**src/include/dcp_pkg.sv**
```systemverilog
package dcp_pkg;
  // ==========================================================
  // register indices (byte address is four times the index)
  localparam logic [13:0] IDX_POWER_CONTROL  = 14'h0087;
  localparam logic [13:0] IDX_OPTION_SELECT  = 14'h0094;
  localparam logic [13:0] IDX_CLOCK_CONTROL  = 14'h00d8;
  localparam logic [13:0] IDX_FAST_OSC_TRIM  = 14'h00f6;
  localparam logic [13:0] IDX_AUX_CONTROL_2  = 14'h00f7;
  localparam logic [13:0] IDX_CONFIG_WORD_LO = 14'h3ffd;
  // ==========================================================
  // field positions
  localparam int CC_SLOW_STOP   = 5;
  localparam int CC_PERIPH_STOP = 4;
  localparam int CC_FAST_STOP   = 3;
  localparam int CC_FAST_SEL    = 2;
  localparam int PC_POWER_DOWN  = 1;
  localparam int PC_SLEEP       = 0;
  localparam int OS_TIMER3_SEL  = 6;
  localparam int AUX_BANDGAP    = 4;
  // ==========================================================
  // reset values and masks
  localparam logic [7:0] CLOCK_CONTROL_RESET = 8'h23;
  localparam logic [7:0] POWER_CONTROL_RESET = 8'h00;
  localparam logic [7:0] OPTION_RESET        = 8'h00;
  localparam logic [7:0] AUXILIARY_CONTROL_TWO_RESET          = 8'h06;
  localparam logic [7:0] POWER_CONTROL_MASK  = 8'h8f;
  localparam logic [7:0] OPTION_MASK         = 8'h7c;
  localparam logic [7:0] CLOCK_CONTROL_MASK  = 8'h3f;
  localparam logic [7:0] TRIM_MASK           = 8'h7f;
  // ==========================================================
  // clock figures
  localparam int FAST_OSC_KHZ      = 18432;
  localparam int SLOW_OSC_KHZ      = 75;
  localparam int PRESCALE_MAX_CYC  = 16;
  localparam int TIMER3_FAST_DIV   = 512;
  localparam logic [1:0] PSC_DIV16 = 2'h0;
  localparam logic [1:0] PSC_DIV4  = 2'h1;
  localparam logic [1:0] PSC_DIV2  = 2'h2;
  localparam logic [1:0] PSC_DIV1  = 2'h3;
  localparam logic [1:0] RESP_OKAY   = 2'h0;
  localparam logic [1:0] RESP_SLVERR = 2'h2;
  // ==========================================================
  typedef enum logic [3:0] {
    MODE_RUN  = 4'b0001,
    MODE_IDLE = 4'b0010,
    MODE_HALT = 4'b0100,
    MODE_STOP = 4'b1000
  } dcp_mode_type;
endpackage : dcp_pkg

```
**src/rtl/dcp_clock_power.sv**
```systemverilog
`timescale 1ns/10ps
`default_nettype none
module dcp_clock_power
  import dcp_pkg::*;
(
  // clock and reset
  input  wire logic        aclk,
  input  wire logic        aresetn,
  // axi4-lite write channels
  input  wire logic [15:0] s_axi_awaddr,
  input  wire logic        s_axi_awvalid,
  output logic             s_axi_awready,
  input  wire logic [31:0] s_axi_wdata,
  input  wire logic [3:0]  s_axi_wstrb,
  input  wire logic        s_axi_wvalid,
  output logic             s_axi_wready,
  output logic [1:0]       s_axi_bresp,
  output logic             s_axi_bvalid,
  input  wire logic        s_axi_bready,
  // axi4-lite read channels
  input  wire logic [15:0] s_axi_araddr,
  input  wire logic        s_axi_arvalid,
  output logic             s_axi_arready,
  output logic [31:0]      s_axi_rdata,
  output logic [1:0]       s_axi_rresp,
  output logic             s_axi_rvalid,
  input  wire logic        s_axi_rready,
  // oscillators
  input  wire logic        fast_rc_osc_tick,
  input  wire logic        slow_rc_osc_tick,
  input  wire logic [6:0]  factory_trim_value,
  output logic             fast_osc_enable,
  output logic             slow_osc_enable,
  output logic [6:0]       fast_osc_trim,
  // wake-up sources
  input  wire logic        enabled_irq,
  input  wire logic        pin_wake,
  input  wire logic        timer3_irq,
  input  wire logic        timer3_enable,
  input  wire logic        watchdog_enable,
  input  wire logic [1:0]  external_irq_pin,
  input  wire logic [1:0]  external_irq_enable,
  // derived clocks and state
  output logic             sys_clk_tick,
  output logic             cpu_clk_tick,
  output logic             periph_clk_tick,
  output logic             timer3_clk_tick,
  output logic             watchdog_clk_tick,
  output logic             half_clock_output,
  output logic             bandgap_output_enable,
  output logic             cpu_sleeping,
  output logic             deep_sleep_state
);
  // ==========================================================
  // registers
  dcp_mode_type mode_reg;
  logic [7:0]   clock_control_reg;
  logic [7:0]   power_control_reg;
  logic [7:0]   option_select_reg;
  logic [6:0]   fast_osc_trim_reg;
  logic [7:0]   aux_control_two_reg;
  logic         trim_loaded_reg;
  logic [3:0]   div_count_reg;
  logic [1:0]   eff_psc_reg;
  logic         eff_fast_reg;
  logic [8:0]   t3_div_reg;
  logic [15:0]  aw_addr_reg;
  logic         aw_full_reg;
  logic [31:0]  w_data_reg;
  logic [3:0]   w_strb_reg;
  logic         w_full_reg;
  logic         do_write;
  logic [13:0]  w_idx;
  logic [13:0]  r_idx;
  logic [7:0]   wbyte;
  logic [7:0]   rd_byte;
  logic         rd_hit;
  logic         wr_hit;

  assign do_write = aw_full_reg & w_full_reg & ~s_axi_bvalid;
  assign w_idx    = aw_addr_reg[15:2];
  assign r_idx    = s_axi_araddr[15:2];
  assign wbyte    = w_data_reg[7:0];

  // ==========================================================
  // axi write path: address and data latched independently
  always_ff @(posedge aclk) begin
    if (!aresetn) begin
      aw_full_reg   <= 1'b0;
      aw_addr_reg   <= 16'h0000;
      s_axi_awready <= 1'b0;
    end else if (s_axi_awvalid && s_axi_awready) begin
      aw_full_reg   <= 1'b1;
      aw_addr_reg   <= s_axi_awaddr;
      s_axi_awready <= 1'b0;
    end else if (do_write) begin
      aw_full_reg <= 1'b0;
    end else if (!aw_full_reg && !s_axi_bvalid) begin
      s_axi_awready <= 1'b1;
    end
  end

  always_ff @(posedge aclk) begin
    if (!aresetn) begin
      w_full_reg   <= 1'b0;
      w_data_reg   <= 32'h00000000;
      w_strb_reg   <= 4'h0;
      s_axi_wready <= 1'b0;
    end else if (s_axi_wvalid && s_axi_wready) begin
      w_full_reg   <= 1'b1;
      w_data_reg   <= s_axi_wdata;
      w_strb_reg   <= s_axi_wstrb;
      s_axi_wready <= 1'b0;
    end else if (do_write) begin
      w_full_reg <= 1'b0;
    end else if (!w_full_reg && !s_axi_bvalid) begin
      s_axi_wready <= 1'b1;
    end
  end

  always_comb begin
    wr_hit = (aw_addr_reg[1:0] == 2'h0) &&
             (w_idx == IDX_POWER_CONTROL || w_idx == IDX_OPTION_SELECT ||
              w_idx == IDX_CLOCK_CONTROL || w_idx == IDX_FAST_OSC_TRIM ||
              w_idx == IDX_AUX_CONTROL_2);
  end

  always_ff @(posedge aclk) begin
    if (!aresetn) begin
      s_axi_bvalid <= 1'b0;
      s_axi_bresp  <= RESP_OKAY;
    end else if (do_write) begin
      s_axi_bvalid <= 1'b1;
      s_axi_bresp  <= wr_hit ? RESP_OKAY : RESP_SLVERR;
    end else if (s_axi_bready) begin
      s_axi_bvalid <= 1'b0;
    end
  end

  // ==========================================================
  // axi read path
  always_comb begin
    rd_hit  = (s_axi_araddr[1:0] == 2'h0);
    rd_byte = 8'h00;
    case (r_idx)
      IDX_POWER_CONTROL:  rd_byte = power_control_reg;
      IDX_OPTION_SELECT:  rd_byte = option_select_reg;
      IDX_CLOCK_CONTROL:  rd_byte = clock_control_reg;
      IDX_FAST_OSC_TRIM:  rd_byte = {1'b0, fast_osc_trim_reg};
      IDX_AUX_CONTROL_2:  rd_byte = aux_control_two_reg;
      IDX_CONFIG_WORD_LO: rd_byte = {1'b0, factory_trim_value};
      default:            rd_hit  = 1'b0;
    endcase
  end

  always_ff @(posedge aclk) begin
    if (!aresetn) begin
      s_axi_arready <= 1'b0;
      s_axi_rvalid  <= 1'b0;
      s_axi_rdata   <= 32'h00000000;
      s_axi_rresp   <= RESP_OKAY;
    end else if (s_axi_arvalid && s_axi_arready) begin
      s_axi_arready <= 1'b0;
      s_axi_rvalid  <= 1'b1;
      s_axi_rdata   <= rd_hit ? {24'h000000, rd_byte} : 32'h00000000;
      s_axi_rresp   <= rd_hit ? RESP_OKAY : RESP_SLVERR;
    end else if (s_axi_rvalid && s_axi_rready) begin
      s_axi_rvalid <= 1'b0;
    end else if (!s_axi_rvalid) begin
      s_axi_arready <= 1'b1;
    end
  end

  // ==========================================================
  // clock control register with hardware write guards
  logic cc_we;
  logic fast_stop_ok;
  logic fast_sel_ok;
  assign cc_we = do_write && w_strb_reg[0] && (w_idx == IDX_CLOCK_CONTROL);
  // the stop bit must not cut a fast clock the divider still runs on
  assign fast_stop_ok = ~clock_control_reg[CC_FAST_SEL] & ~eff_fast_reg;
  assign fast_sel_ok  = ~clock_control_reg[CC_FAST_STOP];

  always_ff @(posedge aclk) begin
    if (!aresetn) begin
      clock_control_reg <= CLOCK_CONTROL_RESET;
    end else if (cc_we) begin
      clock_control_reg[CC_SLOW_STOP]   <= wbyte[CC_SLOW_STOP];
      clock_control_reg[CC_PERIPH_STOP] <= wbyte[CC_PERIPH_STOP];
      clock_control_reg[1:0]            <= wbyte[1:0];
      if (fast_stop_ok) begin
        clock_control_reg[CC_FAST_STOP] <= wbyte[CC_FAST_STOP];
      end
      if (fast_sel_ok) begin
        clock_control_reg[CC_FAST_SEL] <= wbyte[CC_FAST_SEL];
      end
    end
  end

  // ==========================================================
  // other registers
  always_ff @(posedge aclk) begin
    if (!aresetn) begin
      option_select_reg <= OPTION_RESET;
    end else if (do_write && w_strb_reg[0] && w_idx == IDX_OPTION_SELECT) begin
      option_select_reg <= wbyte & OPTION_MASK;
    end
  end

  always_ff @(posedge aclk) begin
    if (!aresetn) begin
      aux_control_two_reg <= AUXILIARY_CONTROL_TWO_RESET;
    end else if (do_write && w_strb_reg[0] && w_idx == IDX_AUX_CONTROL_2) begin
      aux_control_two_reg <= wbyte;
    end
  end

  // trim is captured on the first edge after reset release
  always_ff @(posedge aclk) begin
    if (!aresetn) begin
      trim_loaded_reg   <= 1'b0;
      fast_osc_trim_reg <= 7'h00;
    end else if (!trim_loaded_reg) begin
      trim_loaded_reg   <= 1'b1;
      fast_osc_trim_reg <= factory_trim_value;
    end else if (do_write && w_strb_reg[0] && w_idx == IDX_FAST_OSC_TRIM) begin
      fast_osc_trim_reg <= wbyte[6:0];
    end
  end

  // ==========================================================
  // operating mode sequencer
  logic pc_we;
  logic irq_pin_blocks;
  assign pc_we          = do_write && w_strb_reg[0] && (w_idx == IDX_POWER_CONTROL);
  assign irq_pin_blocks = |(~external_irq_pin & external_irq_enable);

  always_ff @(posedge aclk) begin
    if (!aresetn) begin
      mode_reg          <= MODE_RUN;
      power_control_reg <= POWER_CONTROL_RESET;
    end else begin
      case (mode_reg)
        MODE_RUN: begin
          if (pc_we) begin
            power_control_reg <= wbyte & POWER_CONTROL_MASK;
            if (wbyte[PC_POWER_DOWN] && !irq_pin_blocks) begin
              mode_reg <= clock_control_reg[CC_SLOW_STOP] ?
                          MODE_STOP : MODE_HALT;
            end else if (wbyte[PC_POWER_DOWN]) begin
              power_control_reg[PC_POWER_DOWN] <= 1'b0;
              if (wbyte[PC_SLEEP]) begin
                mode_reg <= MODE_IDLE;
              end
            end else if (wbyte[PC_SLEEP]) begin
              mode_reg <= MODE_IDLE;
            end
          end
        end
        MODE_IDLE: begin
          if (enabled_irq || pin_wake) begin
            mode_reg                     <= MODE_RUN;
            power_control_reg[PC_SLEEP]  <= 1'b0;
          end
        end
        MODE_HALT: begin
          if (pin_wake || timer3_irq) begin
            mode_reg                          <= MODE_RUN;
            power_control_reg[1:0]            <= 2'h0;
          end
        end
        MODE_STOP: begin
          if (pin_wake) begin
            mode_reg               <= MODE_RUN;
            power_control_reg[1:0] <= 2'h0;
          end
        end
        default: begin
          mode_reg <= MODE_RUN;
        end
      endcase
    end
  end

  // ==========================================================
  // oscillator gating
  logic fast_run;
  logic slow_run;
  logic deep;
  assign deep     = (mode_reg == MODE_HALT) || (mode_reg == MODE_STOP);
  assign fast_run = ~clock_control_reg[CC_FAST_STOP] & ~deep;
  // watchdog keeps the slow oscillator alive even in stop
  assign slow_run = ~((mode_reg == MODE_STOP) & clock_control_reg[CC_SLOW_STOP]) |
                    watchdog_enable;

  // ==========================================================
  // glitch-free prescaler; settings reload only at a period boundary
  logic       src_tick;
  logic       sys_tick;
  logic [3:0] div_last;
  assign src_tick = eff_fast_reg ? (fast_rc_osc_tick & fast_run) :
                                   (slow_rc_osc_tick & slow_run);

  always_comb begin
    case (eff_psc_reg)
      PSC_DIV16: div_last = 4'hf;
      PSC_DIV4:  div_last = 4'h3;
      PSC_DIV2:  div_last = 4'h1;
      PSC_DIV1:  div_last = 4'h0;
      default:   div_last = 4'h0;
    endcase
  end

  assign sys_tick = src_tick && (div_count_reg >= div_last);

  always_ff @(posedge aclk) begin
    if (!aresetn) begin
      div_count_reg <= 4'h0;
      eff_psc_reg   <= PSC_DIV1;
      eff_fast_reg  <= 1'b0;
    end else if (sys_tick) begin
      div_count_reg <= 4'h0;
      eff_psc_reg   <= clock_control_reg[1:0];
      eff_fast_reg  <= clock_control_reg[CC_FAST_SEL];
    end else if (src_tick) begin
      div_count_reg <= div_count_reg + 4'h1;
    end
  end

  // ==========================================================
  // timer3 source: fast divided by 512 when OS_TIMER3_SEL is set, otherwise slow; slow in halt, none in stop
  logic t3_fast_tick;
  logic t3_tick;
  assign t3_fast_tick = fast_rc_osc_tick & fast_run & (t3_div_reg == 9'h1ff);

  always_ff @(posedge aclk) begin
    if (!aresetn) begin
      t3_div_reg <= 9'h000;
    end else if (fast_rc_osc_tick && fast_run) begin
      t3_div_reg <= t3_div_reg + 9'h001;
    end
  end

  always_comb begin
    t3_tick = 1'b0;
    if (timer3_enable && mode_reg != MODE_STOP) begin
      if (mode_reg == MODE_HALT || !option_select_reg[OS_TIMER3_SEL]) begin
        t3_tick = slow_rc_osc_tick & slow_run;
      end else begin
        t3_tick = t3_fast_tick;
      end
    end
  end

  // ==========================================================
  // registered outputs
  always_ff @(posedge aclk) begin
    if (!aresetn) begin
      sys_clk_tick      <= 1'b0;
      cpu_clk_tick      <= 1'b0;
      periph_clk_tick   <= 1'b0;
      timer3_clk_tick   <= 1'b0;
      watchdog_clk_tick <= 1'b0;
    end else begin
      sys_clk_tick      <= sys_tick;
      cpu_clk_tick      <= sys_tick & (mode_reg == MODE_RUN);
      periph_clk_tick   <= sys_tick & ((mode_reg == MODE_RUN) ||
                           (mode_reg == MODE_IDLE &&
                            !clock_control_reg[CC_PERIPH_STOP]));
      timer3_clk_tick   <= t3_tick;
      watchdog_clk_tick <= slow_rc_osc_tick & slow_run & watchdog_enable;
    end
  end

  always_ff @(posedge aclk) begin
    if (!aresetn) begin
      half_clock_output <= 1'b0;
    end else if (sys_tick) begin
      half_clock_output <= ~half_clock_output;
    end
  end

  always_ff @(posedge aclk) begin
    if (!aresetn) begin
      fast_osc_enable       <= 1'b1;
      slow_osc_enable       <= 1'b1;
      fast_osc_trim         <= 7'h00;
      bandgap_output_enable <= 1'b0;
      cpu_sleeping          <= 1'b0;
      deep_sleep_state      <= 1'b0;
    end else begin
      fast_osc_enable       <= fast_run;
      slow_osc_enable       <= slow_run;
      fast_osc_trim         <= fast_osc_trim_reg;
      bandgap_output_enable <= aux_control_two_reg[AUX_BANDGAP];
      cpu_sleeping          <= (mode_reg != MODE_RUN);
      deep_sleep_state      <= deep;
    end
  end
endmodule : dcp_clock_power
`default_nettype wire

```
**config.mk**
```make
export PLATFORM = sky130hd
export DESIGN_NAME = dcp_clock_power
export DESIGN_NICKNAME = d
export VERILOG_FILES = /design/src/include/dcp_pkg.sv /design/src/rtl/dcp_clock_power.sv
export SDC_FILE = /design/constraint.sdc
export NUM_CORES = 1
export LEC_CHECK = 0
export ABC_AREA = 1
export BUFFER_PORTS_ARGS = -buffer_cell sky130_fd_sc_hd__buf_2
export CAP_MARGIN = 20
export CORE_MARGIN = 2
export CORE_UTILIZATION = 45
export CTS_CLUSTER_DIAMETER = 80
export DETAILED_ROUTE_END_ITERATION = 12
export PLACE_DENSITY_LB_ADDON = 0.05
export SETUP_SLACK_MARGIN = 0.05
export SKIP_CTS_REPAIR_TIMING = 1
export SYNTH_ARGS = -nofsm -noshare
export SYNTH_HDL_FRONTEND = slang
export SYNTH_SLANG_ARGS = --single-unit
export TNS_END_PERCENT = 5
```
**constraint.sdc**
```tcl
create_clock -name aclk -period 1.6 [get_ports aclk]
set_input_delay 0.08 -clock aclk [delete_from_list [all_inputs] [get_ports aclk]]
set_output_delay 0.08 -clock aclk [all_outputs]
set_load 0.01 [all_outputs]
```
==> metrics.csv, run 1 <==
stage,metric,value,unit
clock_tree,CTS root buffer,clkbuf_16,
floorplanning,DIE AREA,0.0126,mm²
synth,mapped cell area,0.00529,mm²
worst_setup_path,CP startpoint kind,register,
clock_tree,Worst-path clk slew,0.07,ns
floorplanning,row cnt,39,
detailed_routing,Vias/cell,4.82,
detailed_routing,Routed WL per cell,12.4,µm
synth,asr flop ratio synth,0,
power_and_ir_drop,Max IR drop VDD,0.712,mV
floorplanning,starting density of the core,0.461,
layout,area grow syn2layout,26.6,%
detailed_routing,via count,4886,
clock_tree,worst skew pair latency,0.35,ns
sta,RSZ-0062 raised after global routing,yes,
clock_tree,clock tree sinks,112,
synth,YS warnings,0,
floorplanning,DIE WIDTH,112,µm
synth,leading area contributor after synthesis,dfxtp_1,
sta,period utilisation layout,0.962,
worst_setup_path,crit path capture type,register,
worst_setup_path,worst-path fanout max,7,
sta,fmax,0.649,GHz
worst_hold_path,worst min path class,input pin to register,
layout,"commonest non-fill, non-tap cell in the layout",nand2_1,
clock_tree,clock buffer depth,2,
floorplanning,core footprint,0.0115,mm²
grt,largest net degree at the start of global routing,58,
sta,post-route minimum period,1.54,ns
layout,Diodes inserted,0,
worst_setup_path,Worst EP required,1.85,ns
placement,PortBufs,98,
detailed_routing,post-route ant nets,0,
layout,max FFs per register,16,
grt,initial antenna violation count,0,
clock_tree,CTS tree,done,
grt,wire length of the first global-routing pass,20.4,mm
synth,Avg Inst Size Synth,7.25,µm²
floorplanning,Die Y,112,µm
layout,share of cells above drive strength 1,0.283,
power_and_ir_drop,Leak,3.07,nW
grt,GR Overflow Total,0,
layout,final design utilization,0.584,
detailed_routing,DR pass1 iterations,5,
worst_setup_path,CP Launch Point,mode_reg[0],
detailed_routing,final WL,12.6,mm
synth,Seq cells post-synth,112,
power_and_ir_drop,total power,7.31,mW
outcome,failing checks,negative hold slack,
worst_setup_path,RR Startpoint,mode_reg[0],
sta,Hold Slack,-0.0249,ns
synth,top-area cell type share of the netlist area,0.424,
synth,"top cells by area, synth","dfxtp_1 42%, nand2_1 10%, nor2_1 7.9%, o21ai_0 6.1%, inv_1 5.4%",
synth,count of mapped cells out of synthesis,730,
grt,GRT Total Usage,0.200,
grt,vias in the first global route,4399,
sta,Setup WS post-layout,0.0601,ns
synth,Post-synth EDFFs,0,
run,max_cap viols,0,
worst_setup_path,crit path DAT,1.79,ns
sta,Setup Skew,0.00729,ns
outcome,outcome,"finished, violations left",
sta,setup violators final,0,
worst_setup_path,CP Class,register to register,
placement,Setup WS pre-CTS,-0.0227,ns
sta,TNS Setup,0,ns
placement,DP HPWL,9.28,mm
synth,Main synth FF type,dfxtp_1,
detailed_routing,Initial DRC Count,194,
floorplanning,I/O pins,152,
synth,sequential fraction of the synthesis area,0.424,
clock_tree,CTS buffer count,9,
synth,Netlist cell types,44,
layout,Nets,966,
power_and_ir_drop,pwr/cell area,1090,mW/mm²
detailed_routing,DRC Markers,0,
sta,fin. max-slew vios,0,
worst_hold_path,hold_sp,s_axi_awaddr[10],
layout,most frequent cells in the layout,"134 x nand2_1, 106 x nor2_1, 99 x dfxtp_1, 98 x buf_2, 71 x inv_1",
clock_tree,htree depth,3,
placement,routability cong.,0.872,
sta,"Hold Vio Cnt, Final",8,
==> layout make-up <==
class                      count  area (µm²)
clock inverter                 4        70.1
multi-input combinational    516        2770
timing repair buffer         144         876
fill                        1085        4770
inverter                      83         318
sequential                   112        2260
tap                          143         179
clock buffer                  11         233
==> cell families after synthesis <==
family	count (synthesis)	synth area share
muxes	3	0.00638
buffers and inverters	127	0.110
DFF	112	0.424
xor gates and xnor gates	4	0.00662
AOI/OAI and AO/OA	137	0.139
adders and majority gates	7	0.0166
other	1	0.000709
and+or+nand+nor	339	0.297
==> where the power goes <==
group          total (mW)  internal [mW]  switching (mW)
Clock                2.35           1.36           0.986
Sequential           3.15           3.00           0.150
Combinational        1.82          0.736            1.08
==> Yosys cell counts (all sizes together), types with 6 or more instances <==
library cell and n:
nand2 150, nor2 127, dfxtp 112, inv 82, o21ai 66, a21oi 59
buf 31, nand3 31, nor3 14, clkbuf 13, nand4 11, ha 7
o211ai 6
==> final timing paths <==
check / slack [ns] / cells after the start / to
setup / recovery: 0.06 / 10 / eff_psc_reg[1]
hold / removal: -0.02 / 3 / aw_addr_reg[10]
setup reg to reg: 0.06 / 10 / eff_psc_reg[1]
hold reg to reg: 0.45 / 2 / aux_control_two_reg[5]
==> metal layers <==
layer	vias up	wire, µm	global-route usage
li1	2567	-	-
met1	2194	5740	0.260
met2	110	6130	0.329
met3	15	554	0.0437
met4	0	152	0.0699
met5	-	0	0
==> stage by stage <==
step           instance area [µm²]  std cells
6_report                      6700       1013
2_1_floorplan                 5400        755
4_1_cts                       6320        994
3_3_place_gp                  6020        979
3_5_place_dp                  6020        979
5_1_grt                       6700       1013
==> worst max-delay path, cell delays in order (launching register included) <==
cell     delay (ns)
dfxtp_1        0.34
nor2_4         0.18
nand3_4        0.14
nand2_4        0.13
inv_2          0.06
nand3_4        0.14
nand2_8        0.10
nand3_4        0.10
nand2_4        0.08
nor2_1         0.10
nor2_1         0.04
Power figures use the tool's default switching activity.
==> inputs of run 2 (changes only) <==
--- a/config.mk
+++ b/config.mk
@@ -10,5 +10,5 @@
 export CAP_MARGIN = 20
 export CORE_MARGIN = 2
-export CORE_UTILIZATION = 45
+export CORE_UTILIZATION = 47
 export CTS_CLUSTER_DIAMETER = 80
 export DETAILED_ROUTE_END_ITERATION = 12
==> constraint.sdc (replaced) <==
create_clock -name aclk -period 1.6 [get_ports aclk]
set_input_delay 0.08 -clock aclk [delete_from_list [all_inputs] [get_ports aclk]]
set_output_delay 0.08 -clock aclk [all_outputs]
set_load 0.1 [all_outputs]
==> metrics.csv, run 2 (synthesized netlist as in run 1, its figures left out) <==
stage,metric,value,unit
outcome,outcome,"finished, violations left",
outcome,failing checks,negative hold slack,
layout,max FFs per register,16,
layout,share of cells above drive strength 1,0.275,
run,max_cap viols,0,
worst_setup_path,worst-path fanout max,3,
grt,GR Overflow Total,0,
power_and_ir_drop,pwr/cell area,1170,mW/mm²
sta,Rel. slew slack,0.650,
floorplanning,DIE AREA,0.0121,mm²
grt,wire length of the first global-routing pass,20.5,mm
detailed_routing,Routed WL per cell,12.9,µm
layout,most frequent cells in the layout,"142 x nand2_1, 106 x nor2_1, 100 x dfxtp_1, 98 x buf_2, 73 x inv_1",
power_and_ir_drop,total power,7.80,mW
layout,register area,0.00226,mm²
sta,period utilisation layout,0.995,
power_and_ir_drop,Max IR drop VDD,0.700,mV
grt,largest net degree at the start of global routing,25,
placement,routability cong.,0.827,
layout,area grow syn2layout,25.9,%
floorplanning,Die Y,110,µm
sta,"Hold Vio Cnt, Final",11,
placement,Setup WS pre-CTS,-0.143,ns
sta,fin. max-slew vios,0,
placement,PortBufs,98,
worst_setup_path,R2R depth,8,
floorplanning,starting density of the core,0.484,
worst_hold_path,hold_sp,s_axi_bready,
placement,DP HPWL,9.54,mm
detailed_routing,Vias/cell,4.96,
sta,RSZ-0062 raised after global routing,yes,
worst_setup_path,Worst EP required,1.85,ns
layout,area of the multi-input gates,0.00275,mm²
floorplanning,DIE WIDTH,110,µm
worst_setup_path,r2r endpoint,half_clock_output,
grt,GRT Total Usage,0.216,
layout,"commonest non-fill, non-tap cell in the layout",nand2_1,
clock_tree,clock buffer depth,2,
clock_tree,htree depth,3,
clock_tree,worst skew pair latency,0.36,ns
worst_setup_path,RR Startpoint,eff_psc_reg[1],
clock_tree,Worst-path clk slew,0.07,ns
layout,Nets,965,
floorplanning,I/O pins,152,
sta,post-route minimum period,1.59,ns
worst_hold_path,Hold Path Sink,s_axi_bvalid,
layout,Diodes inserted,0,
clock_tree,CTS buffer count,9,
worst_setup_path,CP startpoint kind,register,
grt,vias in the first global route,4543,
worst_setup_path,R2R Setup Slk,0.009,ns
clock_tree,CTS root buffer,clkbuf_16,
sta,Setup Skew,0.00812,ns
layout,# fillers,1020,
worst_setup_path,crit path DAT,1.84,ns
detailed_routing,post-route ant nets,0,
sta,Hold Slack,-0.0395,ns
worst_setup_path,crit path capture type,register,
detailed_routing,DRC Markers,0,
detailed_routing,DR pass1 iterations,5,
worst_hold_path,WHS Path Cells,4,
sta,setup violators final,0,
clock_tree,CTS tree,done,
sta,Setup WS post-layout,0.00866,ns
sta,fmax,0.628,GHz
worst_hold_path,worst min path class,input pin to register,
detailed_routing,final WL,13.0,mm
sta,Worst-Margin Slew,0.524,ns
detailed_routing,via count,5007,
power_and_ir_drop,Leak,3.06,nW
floorplanning,core footprint,0.0109,mm²
worst_setup_path,CP Class,register to register,
grt,initial antenna violation count,0,
clock_tree,clock tree sinks,112,
detailed_routing,Initial DRC Count,262,
floorplanning,row cnt,38,
-- run 2: per-stage QoR --
step | utilization | cell area [µm²] | std cells | TNS (ns)
floorplan | - | 5390 | 755 | -2.12
global placement | 0.552 | 6030 | 980 | -0.196
detailed placement | 0.552 | 6030 | 980 | -0.894
CTS | 0.580 | 6340 | 996 | -1.35
global route | 0.609 | 6660 | 1010 | -0.527
finish | 0.609 | 6660 | 1010 | 0
-- run 2: worst max path at each step --
stage,slack (ns),start,end,cells after the start
6_report,0.009,eff_psc_reg[1],half_clock_output,8
5_1_grt,-0.1,eff_psc_reg[1],half_clock_output,8
4_1_cts,-0.16,eff_psc_reg[0],eff_psc_reg[1],8
3_5_place_dp,-0.14,eff_psc_reg[0],eff_psc_reg[1],8
3_3_place_gp,-0.07,eff_psc_reg[0],eff_psc_reg[1],8
2_1_floorplan,-0.17,s_axi_awready,aw_addr_reg[6],4
-- run 2: cell type report --
| cell class | count | area share |
|---|---|---|
| Clock buffer | 12 | 0.0385 |
| Clock inverter | 4 | 0.00789 |
| Inverter | 83 | 0.0472 |
| Multi-Input combinational cell | 516 | 0.413 |
| Sequential cell | 112 | 0.339 |
| Tap cell | 140 | 0.0263 |
| Timing Repair Buffer | 143 | 0.128 |
-- run 2: critical path: stages, from the launching register on --
cell and delay (ns):
dfxtp_2 0.32, or2_4 0.27, ha_4 0.29, nand4_1 0.11, nand3_2 0.16, nand3_4 0.09
buf_4 0.14, nand3_1 0.05, o21ai_1 0.06
-- run 2: report_power, final --
group / leakage, nW / switching [mW] / internal, mW / total (mW)
registers: 0.918 / 0.142 / 3.00 / 3.14
clock network: 0.153 / 1.02 / 1.30 / 2.32
logic: 1.99 / 1.63 / 0.715 / 2.34
-- run 2: metal layers --
metal,routed length (µm),track usage,share of wire,vias to the layer above
met4,254,0.0973,0.020,0
li1,-,-,-,2567
met5,0,0,0,-
met1,5760,0.265,0.44,2269
met2,6390,0.378,0.49,151
met3,604,0.0276,0.046,20
